==> src/panel_pkg.sv <==
/*
  Constants and carrier types for the front-panel indicator and
  operation-simulation block.
  Assumes a single 100 MHz clock and a classic Wishbone register bus.
*/
// Function
// - Default role: link good lights green
// - Default role: link error lights red
// - Source mode: dark, mirror, or link/mirror
// - Mirror: green follows green selector, default 132
// - Mirror: red follows red selector, default 128
// - Green inversion flips green sense when 1
// - Red inversion flips red sense when 1
// - Simulation cycles power indicator four phases
// - Simulation holds motor in dynamic brake
// - Simulation still drives holding brake output
// - Sensor attached: five settings from sensor
// - No sensor: virtual wrap forces all five settings
// - Virtual wrap: enable, range 1800, zero 1800
// - Virtual wrap: offset ratio 50.0, value 0
// - Virtual motor model updates both positions
package panel_pkg;

  // ****************************************
  // Register map (byte addresses)
  // ****************************************
  localparam logic [7:0] ADDR_CTRL = 8'h00;
  localparam logic [7:0] ADDR_SEL = 8'h04;
  localparam logic [7:0] ADDR_USER_WRAP = 8'h08;
  localparam logic [7:0] ADDR_USER_RANGE = 8'h0c;
  localparam logic [7:0] ADDR_USER_ZERO = 8'h10;
  localparam logic [7:0] ADDR_USER_OFS = 8'h14;
  localparam logic [7:0] ADDR_STATUS = 8'h18;
  localparam logic [7:0] ADDR_CPOS = 8'h1c;
  localparam logic [7:0] ADDR_FPOS = 8'h20;
  localparam logic [7:0] ADDR_MOVE = 8'h24;

  // ****************************************
  // Field positions
  // ****************************************
  // CTRL: [1:0] source mode, [2] green inv, [3] red inv, [4] controller type,
  //       [6:5] sim mode, [7] holding brake release request
  localparam int CTRL_MODE_LSB = 0;
  localparam int CTRL_GINV = 2;
  localparam int CTRL_RINV = 3;
  localparam int CTRL_BUILTIN = 4;
  localparam int CTRL_SIM_LSB = 5;
  localparam int CTRL_BRK_REL = 7;
  // SEL: [7:0] green select, [15:8] red select
  localparam int SEL_RED_LSB = 8;

  // ****************************************
  // Encodings and reset values
  // ****************************************
  localparam logic [1:0] MODE_DARK = 2'h3; // Setting -1
  localparam logic [1:0] MODE_MIRROR = 2'h0;
  localparam logic [1:0] MODE_LINK = 2'h1;
  localparam logic [1:0] SIM_OFF = 2'h0;
  localparam logic [1:0] SIM_VIRTUAL = 2'h1;
  localparam logic [1:0] SIM_VIRTUAL_WRAP = 2'h2;
  localparam logic [7:0] CTRL_RESET = 8'h11;
  localparam logic [7:0] SIG_CONST_OFF = 8'h80; // Code 128
  localparam logic [7:0] SIG_READY = 8'h84; // Code 132
  localparam logic [7:0] SIG_COUNT = 8'h88; // Codes 128..135 decoded

  // Wrap values forced in the virtual wrap variant
  localparam logic [31:0] SIM_WRAP_RANGE = 32'h0000_0708; // 1800 rev
  localparam logic [31:0] SIM_WRAP_ZERO = 32'h0000_0708; // 1800
  localparam logic [15:0] SIM_OFS_RATIO = 16'h01f4; // 50.0 percent in 0.1 units
  localparam logic [15:0] SIM_OFS_VALUE = 16'h0000;

  // ****************************************
  // Timing
  // ****************************************
  localparam int CLK_HZ = 100_000_000;
  localparam int BLINK_MS = 500; // Length of one simulation blink phase
  localparam int BLINK_CYCLES = CLK_HZ / 1000 * BLINK_MS;

  // ****************************************
  // Carrier types
  // ****************************************
  typedef struct packed {
    logic green;
    logic red;
  } led_pair_t;

  typedef struct packed {
    logic enable;
    logic [31:0] range;
    logic [31:0] zero_count;
    logic [15:0] ofs_ratio;
    logic [15:0] ofs_value;
  } wrap_cfg_t;

endpackage

==> src/panel_led_and_simulation.sv <==
/*
  Front-panel indicators, simulation control and wrap override.
  Assumes a classic Wishbone master, a 100 MHz clock, and that
  internal output signals, link status and sensor presence arrive
  synchronous to clk_i.
*/
// Register access over Wishbone and the address map are this design's own decisions.
`timescale 1ns/1ps
module panel_led_and_simulation #(
  parameter int unsigned BLINK_CYCLES = panel_pkg::BLINK_CYCLES
) (
  input wire logic clk_i,
  input wire logic rst_i,
  // Wishbone slave
  input wire logic cyc_i,
  input wire logic stb_i,
  input wire logic we_i,
  input wire logic [7:0] adr_i,
  input wire logic [3:0] sel_i,
  input wire logic [31:0] dat_i,
  output logic [31:0] dat_o,
  output logic ack_o,
  // Internal status inputs
  input wire logic [7:0] out_signals_i,
  input wire logic link_error_i,
  input wire logic sensor_present_i,
  input wire panel_pkg::wrap_cfg_t sensor_wrap_i,
  // Indicators and motor control
  output panel_pkg::led_pair_t comm_status_indicator_o,
  output panel_pkg::led_pair_t power_alarm_indicator_o,
  input wire logic alarm_i,
  output logic dynamic_brake_o,
  output logic brake_release_o,
  output logic sim_active_o,
  output panel_pkg::wrap_cfg_t wrap_cfg_o,
  output logic sensor_sourced_o
);

  // ****************************************
  // State
  // ****************************************
  typedef struct packed {
    logic ack;
    logic [31:0] rdata;
    logic [7:0] ctrl;
    logic [7:0] green_sel;
    logic [7:0] red_sel;
    logic user_wrap_en;
    logic [31:0] user_range;
    logic [31:0] user_zero;
    logic [15:0] user_ratio;
    logic [15:0] user_value;
    logic [31:0] cpos;
    logic [31:0] fpos;
    panel_pkg::led_pair_t comm_led;
    panel_pkg::led_pair_t pwr_led;
    logic dyn_brake;
    logic brake_rel;
    logic sim_act;
    panel_pkg::wrap_cfg_t wrap;
    logic sens_src;
  } panel_state_t;

  panel_state_t state;
  panel_state_t next_state;
  panel_pkg::led_pair_t blink_led;
  logic sim_run;

  // ****************************************
  // Helpers
  // ****************************************
  // Decode one internal output signal by its catalogue code
  function automatic logic pick_signal(input logic [7:0] code, input logic [7:0] sigs);
    logic r;
    r = 1'b0;
    if (code >= panel_pkg::SIG_CONST_OFF && code < panel_pkg::SIG_COUNT) begin
      r = sigs[3'(code - panel_pkg::SIG_CONST_OFF)];
    end
    if (code == panel_pkg::SIG_CONST_OFF) begin
      r = 1'b0;
    end
    return r;
  endfunction

  // Byte-lane merge for register writes
  function automatic logic [31:0] merge(input logic [31:0] old, input logic [31:0] wd, input logic [3:0] be);
    logic [31:0] r;
    r = old;
    for (int i = 0; i < 4; i++) begin
      if (be[i]) begin
        r[i*8 +: 8] = wd[i*8 +: 8];
      end
    end
    return r;
  endfunction

  assign sim_run = state.ctrl[panel_pkg::CTRL_SIM_LSB +: 2] != panel_pkg::SIM_OFF;

  // Power/alarm indicator sequencer
  sim_blinker #(
    .PHASE_CYCLES(BLINK_CYCLES)
  ) u_blink (
    .clk_i(clk_i),
    .rst_i(rst_i),
    .run_i(sim_run),
    .led_o(blink_led)
  );

  // ****************************************
  // Next state
  // ****************************************
  always_comb begin
    logic [1:0] mode;
    logic [1:0] sim;
    logic g_sig;
    logic r_sig;
    logic wr;
    logic [31:0] wv;
    logic signed [31:0] step;
    mode = state.ctrl[panel_pkg::CTRL_MODE_LSB +: 2];
    sim = state.ctrl[panel_pkg::CTRL_SIM_LSB +: 2];
    g_sig = 1'b0;
    r_sig = 1'b0;
    wr = 1'b0;
    wv = 32'h0;
    step = 32'sh0;
    next_state = state;

    // Wishbone: one-cycle ack, dropped the cycle after
    next_state.ack = cyc_i && stb_i && !state.ack;
    next_state.rdata = 32'h0;
    if (cyc_i && stb_i && !state.ack) begin
      wr = we_i;
      case (adr_i)
        panel_pkg::ADDR_CTRL: begin
          wv = merge({24'h0, state.ctrl}, dat_i, sel_i);
          if (wr) begin
            next_state.ctrl = wv[7:0];
          end
          next_state.rdata = {24'h0, state.ctrl};
        end
        panel_pkg::ADDR_SEL: begin
          wv = merge({16'h0, state.red_sel, state.green_sel}, dat_i, sel_i);
          if (wr) begin
            next_state.green_sel = wv[7:0];
            next_state.red_sel = wv[15:8];
          end
          next_state.rdata = {16'h0, state.red_sel, state.green_sel};
        end
        panel_pkg::ADDR_USER_WRAP: begin
          wv = merge({31'h0, state.user_wrap_en}, dat_i, sel_i);
          if (wr) begin
            next_state.user_wrap_en = wv[0];
          end
          next_state.rdata = {31'h0, state.user_wrap_en};
        end
        panel_pkg::ADDR_USER_RANGE: begin
          wv = merge(state.user_range, dat_i, sel_i);
          if (wr) begin
            next_state.user_range = wv;
          end
          next_state.rdata = state.user_range;
        end
        panel_pkg::ADDR_USER_ZERO: begin
          wv = merge(state.user_zero, dat_i, sel_i);
          if (wr) begin
            next_state.user_zero = wv;
          end
          next_state.rdata = state.user_zero;
        end
        panel_pkg::ADDR_USER_OFS: begin
          wv = merge({state.user_value, state.user_ratio}, dat_i, sel_i);
          if (wr) begin
            next_state.user_ratio = wv[15:0];
            next_state.user_value = wv[31:16];
          end
          next_state.rdata = {state.user_value, state.user_ratio};
        end
        panel_pkg::ADDR_STATUS: begin
          next_state.rdata = {24'h0, state.sens_src, state.sim_act, state.brake_rel, state.dyn_brake,
                              state.pwr_led, state.comm_led};
        end
        panel_pkg::ADDR_CPOS: begin
          next_state.rdata = state.cpos;
        end
        panel_pkg::ADDR_FPOS: begin
          next_state.rdata = state.fpos;
        end
        panel_pkg::ADDR_MOVE: begin
          // Signed step request to the virtual motor model
          if (wr && sim == panel_pkg::SIM_VIRTUAL || wr && sim == panel_pkg::SIM_VIRTUAL_WRAP) begin
            step = signed'(dat_i);
          end
        end
        default: next_state.rdata = 32'h0;
      endcase
    end

    // Virtual motor: command and feedback positions track together
    next_state.cpos = state.cpos + 32'(step);
    next_state.fpos = state.fpos + 32'(step);

    // Communication indicator source
    g_sig = pick_signal(state.green_sel, out_signals_i) ^ state.ctrl[panel_pkg::CTRL_GINV];
    r_sig = pick_signal(state.red_sel, out_signals_i) ^ state.ctrl[panel_pkg::CTRL_RINV];
    case (mode)
      panel_pkg::MODE_DARK: next_state.comm_led = '0;
      panel_pkg::MODE_MIRROR: next_state.comm_led = '{green: g_sig, red: r_sig};
      panel_pkg::MODE_LINK: begin
        if (state.ctrl[panel_pkg::CTRL_BUILTIN]) begin
          next_state.comm_led = '{green: !link_error_i, red: link_error_i};
        end else begin
          next_state.comm_led = '{green: g_sig, red: r_sig};
        end
      end
      default: next_state.comm_led = '0;
    endcase

    // Power/alarm indicator: sequence in simulation, else power/alarm
    if (sim_run) begin
      next_state.pwr_led = blink_led;
    end else begin
      next_state.pwr_led = '{green: !alarm_i, red: alarm_i};
    end

    // Motor held in dynamic brake, holding brake still switched
    next_state.sim_act = sim_run;
    next_state.dyn_brake = sim_run;
    next_state.brake_rel = state.ctrl[panel_pkg::CTRL_BRK_REL];

    // Wrap settings source
    next_state.sens_src = sensor_present_i;
    if (sensor_present_i) begin
      next_state.wrap = sensor_wrap_i;
    end else if (sim == panel_pkg::SIM_VIRTUAL_WRAP) begin
      next_state.wrap = '{enable: 1'b1, range: panel_pkg::SIM_WRAP_RANGE,
                          zero_count: panel_pkg::SIM_WRAP_ZERO,
                          ofs_ratio: panel_pkg::SIM_OFS_RATIO,
                          ofs_value: panel_pkg::SIM_OFS_VALUE};
    end else begin
      next_state.wrap = '{enable: state.user_wrap_en, range: state.user_range,
                          zero_count: state.user_zero, ofs_ratio: state.user_ratio,
                          ofs_value: state.user_value};
    end
  end

  // ****************************************
  // Registers
  // ****************************************
  always_ff @(posedge clk_i) begin
    if (rst_i) begin
      state <= '0;
      state.ctrl <= panel_pkg::CTRL_RESET;
      state.green_sel <= panel_pkg::SIG_READY;
      state.red_sel <= panel_pkg::SIG_CONST_OFF;
    end else begin
      state <= next_state;
    end
  end

  assign dat_o = state.rdata;
  assign ack_o = state.ack;
  assign comm_status_indicator_o = state.comm_led;
  assign power_alarm_indicator_o = state.pwr_led;
  assign dynamic_brake_o = state.dyn_brake;
  assign brake_release_o = state.brake_rel;
  assign sim_active_o = state.sim_act;
  assign wrap_cfg_o = state.wrap;
  assign sensor_sourced_o = state.sens_src;

endmodule

==> src/sim_blinker.sv <==
/*
  Power/alarm indicator sequencer used while simulation runs.
  Assumes the package constants and a synchronous active-high reset.
*/
`timescale 1ns/1ps
module sim_blinker #(
  parameter int unsigned PHASE_CYCLES = panel_pkg::BLINK_CYCLES
) (
  input wire logic clk_i,
  input wire logic rst_i,
  input wire logic run_i,
  output panel_pkg::led_pair_t led_o
);

  // ****************************************
  // Phase sequence
  // ****************************************
  typedef enum logic [3:0] {
    PH_GREEN = 4'h1,
    PH_RED = 4'h2,
    PH_BOTH = 4'h4,
    PH_OFF = 4'h8
  } phase_t;

  typedef struct packed {
    phase_t phase;
    logic [31:0] count;
    panel_pkg::led_pair_t led;
  } blink_state_t;

  blink_state_t state;
  blink_state_t next_state;

  // Next phase and lamp pattern
  always_comb begin
    next_state = state;
    if (!run_i) begin
      // Park at the last count of the off phase so the first green lasts a full phase
      next_state.phase = PH_OFF;
      next_state.count = 32'(PHASE_CYCLES - 1);
      next_state.led = '0;
    end else begin
      if (state.count >= 32'(PHASE_CYCLES - 1)) begin
        next_state.count = 32'h0;
        case (state.phase)
          PH_GREEN: next_state.phase = PH_RED;
          PH_RED: next_state.phase = PH_BOTH;
          PH_BOTH: next_state.phase = PH_OFF;
          PH_OFF: next_state.phase = PH_GREEN;
          default: next_state.phase = PH_GREEN;
        endcase
      end else begin
        next_state.count = state.count + 32'h1;
      end
      case (next_state.phase)
        PH_GREEN: next_state.led = '{green: 1'b1, red: 1'b0};
        PH_RED: next_state.led = '{green: 1'b0, red: 1'b1};
        PH_BOTH: next_state.led = '{green: 1'b1, red: 1'b1};
        default: next_state.led = '0;
      endcase
    end
  end

  // State register
  always_ff @(posedge clk_i) begin
    if (rst_i) begin
      state <= '{phase: PH_OFF, count: 32'(PHASE_CYCLES - 1), led: '0};
    end else begin
      state <= next_state;
    end
  end

  assign led_o = state.led;

endmodule

==> config.mk <==
export PLATFORM = sky130hd
export DESIGN_NAME = panel_led_and_simulation
export DESIGN_NICKNAME = d
export VERILOG_FILES = /design/src/panel_pkg.sv /design/src/panel_led_and_simulation.sv /design/src/sim_blinker.sv
export SDC_FILE = /design/constraint.sdc
export NUM_CORES = 1
export LEC_CHECK = 0
export BUFFER_PORTS_ARGS = -buffer_cell sky130_fd_sc_hd__buf_2
export CORE_UTILIZATION = 51
export DETAILED_ROUTE_END_ITERATION = 8
export PLACE_DENSITY = 0.75
export SYNTH_ARGS = -nofsm -noshare
export SYNTH_HDL_FRONTEND = slang
export SYNTH_HIERARCHICAL = 1
export SYNTH_SLANG_ARGS = --single-unit
==> constraint.sdc <==
create_clock -name clk_i -period 4.5 [get_ports clk_i]
set_input_delay 0 -clock clk_i [delete_from_list [all_inputs] [get_ports clk_i]]
set_output_delay 0 -clock clk_i [all_outputs]
set_load 0.01 [all_outputs]
Yosys cells after proc, flatten, opt, wreduce, memory -nomap -nowiden
Index checks and enable logic that the tools add are counted.

storage, ports and cells
  output and inout bits = 138
  logic and storage cells = 127
  register bits = 360
  input bits = 157

cells by class
  order comparisons = 7
  $add $sub $neg = 5
  multiplexer cells = 22
  reductions and logical operators = 32
  bitwise logic cells = 4
  equal/unequal tests = 20

operators by type and width
  cell                                                                 count
  one-hot mux 32 bit (9 select lines)                                  1
  2-to-1 mux 97 bit                                                    2
  2-to-1 mux 32 bit                                                    3
  adder 32 bit                                                         2
  AND reduction 4 bit                                                  16
  adder 32 x 1 -> 32 bit, second input constant                        1
  == test 8 x 5 -> 1 bit, second input constant                        4
  greater-or-equal comparator 32 x 26 -> 1 bit, second input constant  1
  2-to-1 mux 26 bit                                                    1
  == test 8 x 4 -> 1 bit, second input constant                        2
  == test 8 x 6 -> 1 bit, second input constant                        2
  == test 8 bit, second input constant                                 2
  greater-or-equal comparator 8 bit, second input constant             2
  less-than comparator 8 bit, second input constant                    2
  one-hot mux 4 bit (3 select lines)                                   1
  == test 4 x 1 -> 1 bit, second input constant                        2
  == test 4 x 2 -> 1 bit, second input constant                        2
  == test 4 x 3 -> 1 bit, second input constant                        2
  == test 8 x 3 -> 1 bit, second input constant                        1
  logical NOT 8 bit                                                    1
  less-than comparator 3 x 4 -> 1 bit, second input constant           2
  2-to-1 mux 4 bit                                                     2
  binary-select mux 1 bit (select 3 bit)                               2
  logical AND 1 bit                                                    6
  other kinds (15)                                                     28

Depth between registers and ports, before layout
  depth after elaboration = 8
  mapped depth = 20
  mapped depth without buffers = 15

Cells and area by module
The synthesis kept the hierarchy.

modules (own cells, without submodules)
  module                    sequential area each (µm²)  times used  area each (µm²)  cells each
  panel_led_and_simulation  6446.2                      1           16095.4          1853
  sim_blinker               760.7                       1           1712.9           188

Least setup slack after synthesis
No wires, ideal clock.

  path type = in2reg
  start = in adr_i[1]
  end = reg state[165] (netlist bit)
  arrival = 4.441 ns
  stages = 20
  path slack = -0.073 ns
  library setup time = 0.132 ns
  buffers on the path = 5
  required time = 4.368 ns
  path through = or4b_1 -> buf_2 -> nor4b_2 -> clkbuf_1 -> clkbuf_1 -> clkbuf_1 -> clkbuf_1 -> and2_1 -> ha_1 -> ha_1 -> a21oi_1 -> o21ai_0 -> a31oi_1 -> a21oi_1 -> o211ai_1 -> a2111oi_2 -> o2111ai_1 -> a211oi_1 -> o21a_1 -> nor3_1

between the ends
  word-level cells in the longest chain between the ends = 4

ends and longest elaborated chain
  what                    RTL line                         source
  from (decl)             panel_led_and_simulation.sv:18   input wire logic [7:0] adr_i,
  == test 8 x 6 -> 1 bit  panel_led_and_simulation.sv:134  case (adr_i)
  2-to-1 mux 32 bit       panel_led_and_simulation.sv:134
  2-to-1 mux 32 bit       panel_led_and_simulation.sv:132  if (cyc_i && stb_i && !state.ack) begin
  adder 32 bit            panel_led_and_simulation.sv:200  next_state.cpos = state.cpos + 32'(step);
  to (signal assigned)    panel_led_and_simulation.sv:257  state <= next_state;
  to (decl)               panel_led_and_simulation.sv:64   panel_state_t state;

Every way passes these cells.
A chain may end at the register's enable or synchronous reset.

Final worst setup path
  start = reg state[288] (netlist bit)
  end = reg state[136] (netlist bit)

between the ends
  word-level cells in the longest chain between the ends = 7
  elaborated cells on any way between the ends = 9
  those cells by class = add/sub: 1; eq/ne: 2; mux: 3; reduce/logical: 3

ends and longest elaborated chain
  what                                                            RTL line                         source
  == test 2 x 1 -> 1 bit / == test 2 bit (equally long branches)  panel_led_and_simulation.sv:191  if (wr && sim == panel_pkg::SIM_VIRTUAL || wr && sim == panel_pkg::SIM_VIRTUAL_WRAP) begin
  logical AND 1 bit                                               panel_led_and_simulation.sv:191
  logical OR 1 bit (*)                                            panel_led_and_simulation.sv:191
  2-to-1 mux 32 bit (*)                                           panel_led_and_simulation.sv:191
  2-to-1 mux 32 bit (*)                                           panel_led_and_simulation.sv:134
  2-to-1 mux 32 bit (*)                                           panel_led_and_simulation.sv:132
  adder 32 bit (*)                                                panel_led_and_simulation.sv:201  next_state.fpos = state.fpos + 32'(step);

Every way passes the cells marked *; elsewhere a longest branch is shown, timed or not.

==> run_results.csv <==
group,metric,value,unit
setup_path,critPathMaxStageDelay,0.49,ns
timing,holdWs,0.0147,ns
flow_run,maxCapViolCount,0,
clocking,cts_made_buffers,38,
routing,viasPerCell,5.90,
clocking,cts.path.max_buffers,3,
clocking,postCtsSetupRepairBufs,0,
logic_synthesis,ys_warn_count,6,
hold_path,hold_path_class,"primary input to register",
clocking,cts_root_buf,"clkbuf_16",
logic_synthesis,synthTopCellsByCount,"360 x dfxtp_1, 215 x nor2_1, 177 x nand2_1",
floorplan,dieArea,35700,um^2
place,place_ws,0.367,ns
global_routing,grt.overflow.total,0,
clocking,htree_levels,2,
logic_synthesis,synth_cell_type_count,85,
logic_synthesis,synth_edf_count,0,
place,port_buffers,293,
logic_synthesis,synth.area.top_cells,"dfxtp_1 40%, buf_4 5.7%, mux2i_1 5.0%",
floorplan,die_x,189,um
setup_path,critPathLaunchType,"register",
logic_synthesis,synth_area,17800,um^2
setup_path,crit_type,"register to register",
pwr,ir_drop,287,uV
timing,fin_crit_sh,93.0,%
setup_path,required,4.95,ns
floorplan,initial_core_util,51.7,%
routing,finalWirelength,55000,um
logic_synthesis,synth-xor-area-share,4.13,%
timing,max_freq,239,MHz
timing,slew_headroom,19.5,%
floorplan,rows,68,
routing,drtIter0Drc,1866,
logic_synthesis,yosys.area.top_type,"dfxtp_1",
logic_synthesis,syn_area_per_cell,8.73,um^2
logic_synthesis,async_flop_share,0,%
global_routing,grt_pass1_vias,15306,
logic_synthesis,yosysMostFrequentCell,"dfxtp_1",
setup_path,cp_data_arrival_time,4.64,ns
clocking,tritoncts,"yes",
timing,maxSlewViolCount,0,
setup_path,crit_path_frequent_cell,"maj3_1",
timing,rsz0062_at_grt,"no",
logic_synthesis,synth_top_area_share,40.5,%
clocking,clk_latency,0.53,ns
setup_path,crit_fanout,5,
global_routing,grt_usage,29.9,%
finish,layout-drive-gt1-share,17.5,%
routing,wl_per_cell,19.8,um
global_routing,grt_max_degree,105,
logic_synthesis,synth_compound_area_share,19.9,%
logic_synthesis,synth_top_family_by_area,"compound AO/OA/AOI/OAI gates",
logic_synthesis,ys.flop_type,"dfxtp_1",
pwr,power_density,321,nW/um^2
setup_path,slowest_stage,"or4_1",
clocking,clock_sinks,360,
place,hpwl,39100,um
logic_synthesis,synth_cells,2041,
pwr,p_total,6.83,mW
global_routing,grt_pass1_wl,85000,um
timing,setup_tns,0,ns
setup_path,crit_chain,"xnor2_1, nor4b_4, and2_1, ha_1, maj3_1, maj3_1, a31o_2, a31oi_1, o31ai_1, buf_4, a311o_1, nand4_1, nand2_1, or4_1, o211ai_1",
logic_synthesis,seq_area_frac_synth,40.5,%
clocking,path_clk_slew,0.06,ns
timing,fin_worst_skew,0.0149,ns
pwr,leakagePower,9.25,nW
routing,ant_nets,0,
logic_synthesis,yosys.area_share.adder,3.89,%
floorplan,io_pins,295,
global_routing,antenna_found_initial,1,
place,globalplace.congestion,0.962,
timing,fin_crit,4.18,ns
setup_path,crit_family,"compound AO/OA/AOI/OAI gates",
timing,final_hold_viol_count,0,
routing,route.detailed.drc,0,
setup_path,critPathCaptureType,"register",
timing,worst_pin_slew,1.21,ns
logic_synthesis,muxShareOfSynthArea,5.51,%
outcome,status,"complete, no violations",
finish,areaGrowthSynthToFinish,19.5,%
floorplan,die_h,189,um
timing,setup_ws,0.315,ns
finish,fin_nets,2503,
setup_path,cp_num_buf_inv,1,
routing,vias,16385,
timing,setup_viol,0,
finish,fillers,2859,
floorplan,core-area,34500,um^2
logic_synthesis,synthSimpleGateAreaFrac,17.2,%
logic_synthesis,ys_ff_latch,360,
routing,drtPass1Iterations,7,
finish,final_util,61.7,%
-- cell families (layout without fill, tap and decap cells) --
kind of cell / after synthesis / after routing
AOI/OAI and AO/OA: 520 / 520
adders and majority gates: 56 / 56
muxes: 95 / 95
DFF: 360 / 360
xor gates and xnor gates: 84 / 84
and+or+nand+nor: 649 / 649
other: 1 / 7
buffers and inverters: 276 / 551
-- worst paths after layout --
| check | from | end | slack, ns | cells past startpoint |
|---|---|---|---|---|
| worst max-delay path | state[288] | state[136] | 0.32 | 15 |
| worst min-delay path | rst_i | state[157] | 0.01 | 2 |
| worst min register to register | ack_o | ack_o | 0.47 | 1 |
| worst max register to register | state[288] | state[136] | 0.32 | 15 |
-- power by group --
part	internal (mW)	switching [mW]
sequential	3.23	0.0159
combinational	0.214	0.230
clock	1.83	1.31
total	5.27	1.55
-- metal layers --
metal | up-vias | GRT usage, % | share of wire, %
li1 | 7645 | - | -
met3 | 116 | 4.36 | 8.7
met1 | 7784 | 41.3 | 43
met5 | - | 0 | 0
met4 | 0 | 9.24 | 2.8
met2 | 840 | 48.0 | 45
-- sequential cells by signal, indices dropped and copies added, names as in the netlist --
name / count
wrap_cfg_o: 97
power_alarm_indicator_o: 2
sensor_sourced_o: 1
u_blink/led_o: 2
comm_status_indicator_o: 2
dat_o: 32
ack_o: 1
u_blink/state: 36
brake_release_o: 1
sim_active_o: 1
next_state: 1
state: 184
-- repair_timing --
item,4_1_cts,5_1_grt
endpoints found under the hold margin,223,0
setup endpoints to repair,0,2
hold buffers,142,0
gates resized for setup,0,1
-- per-stage QoR --
step,cell area (um^2),cells
4_1_cts,21300,2776
5_1_grt,21300,2777
3_5_place_dp,18600,2566
2_1_floorplan,17800,2046
6_report,21300,2777
3_3_place_gp,18600,2566
-- cell usage in the layout (no fill, tap or decap), types with 43 or more instances in the layout --
cell,synthesis,final
nand2_1,177,177
dfxtp_1,360,360
xnor2_1,46,46
mux2i_1,89,89
ha_1,53,53
buf_2,4,292
nor2_1,215,210
nor3_1,53,53
o21ai_0,62,61
a22oi_1,43,43
dlygate4sd3_1,0,142
a21oi_1,152,152
a22o_1,84,84
-- cell type report --
type | instances | area (um^2) | area share (%)
flip-flops and latches | 360 | 7210 | 33.9
repair buffers | 460 | 3080 | 14.5
clock buffers | 53 | 1100 | 5.16
diodes | 1 | 2.50 | 0.0118
inverters | 23 | 86.3 | 0.406
clock inverters | 15 | 151 | 0.712
well taps | 455 | 569 | 2.68
multi-input cells | 1410 | 9080 | 42.7
Note: power is estimated with default switching activity, not from simulation.
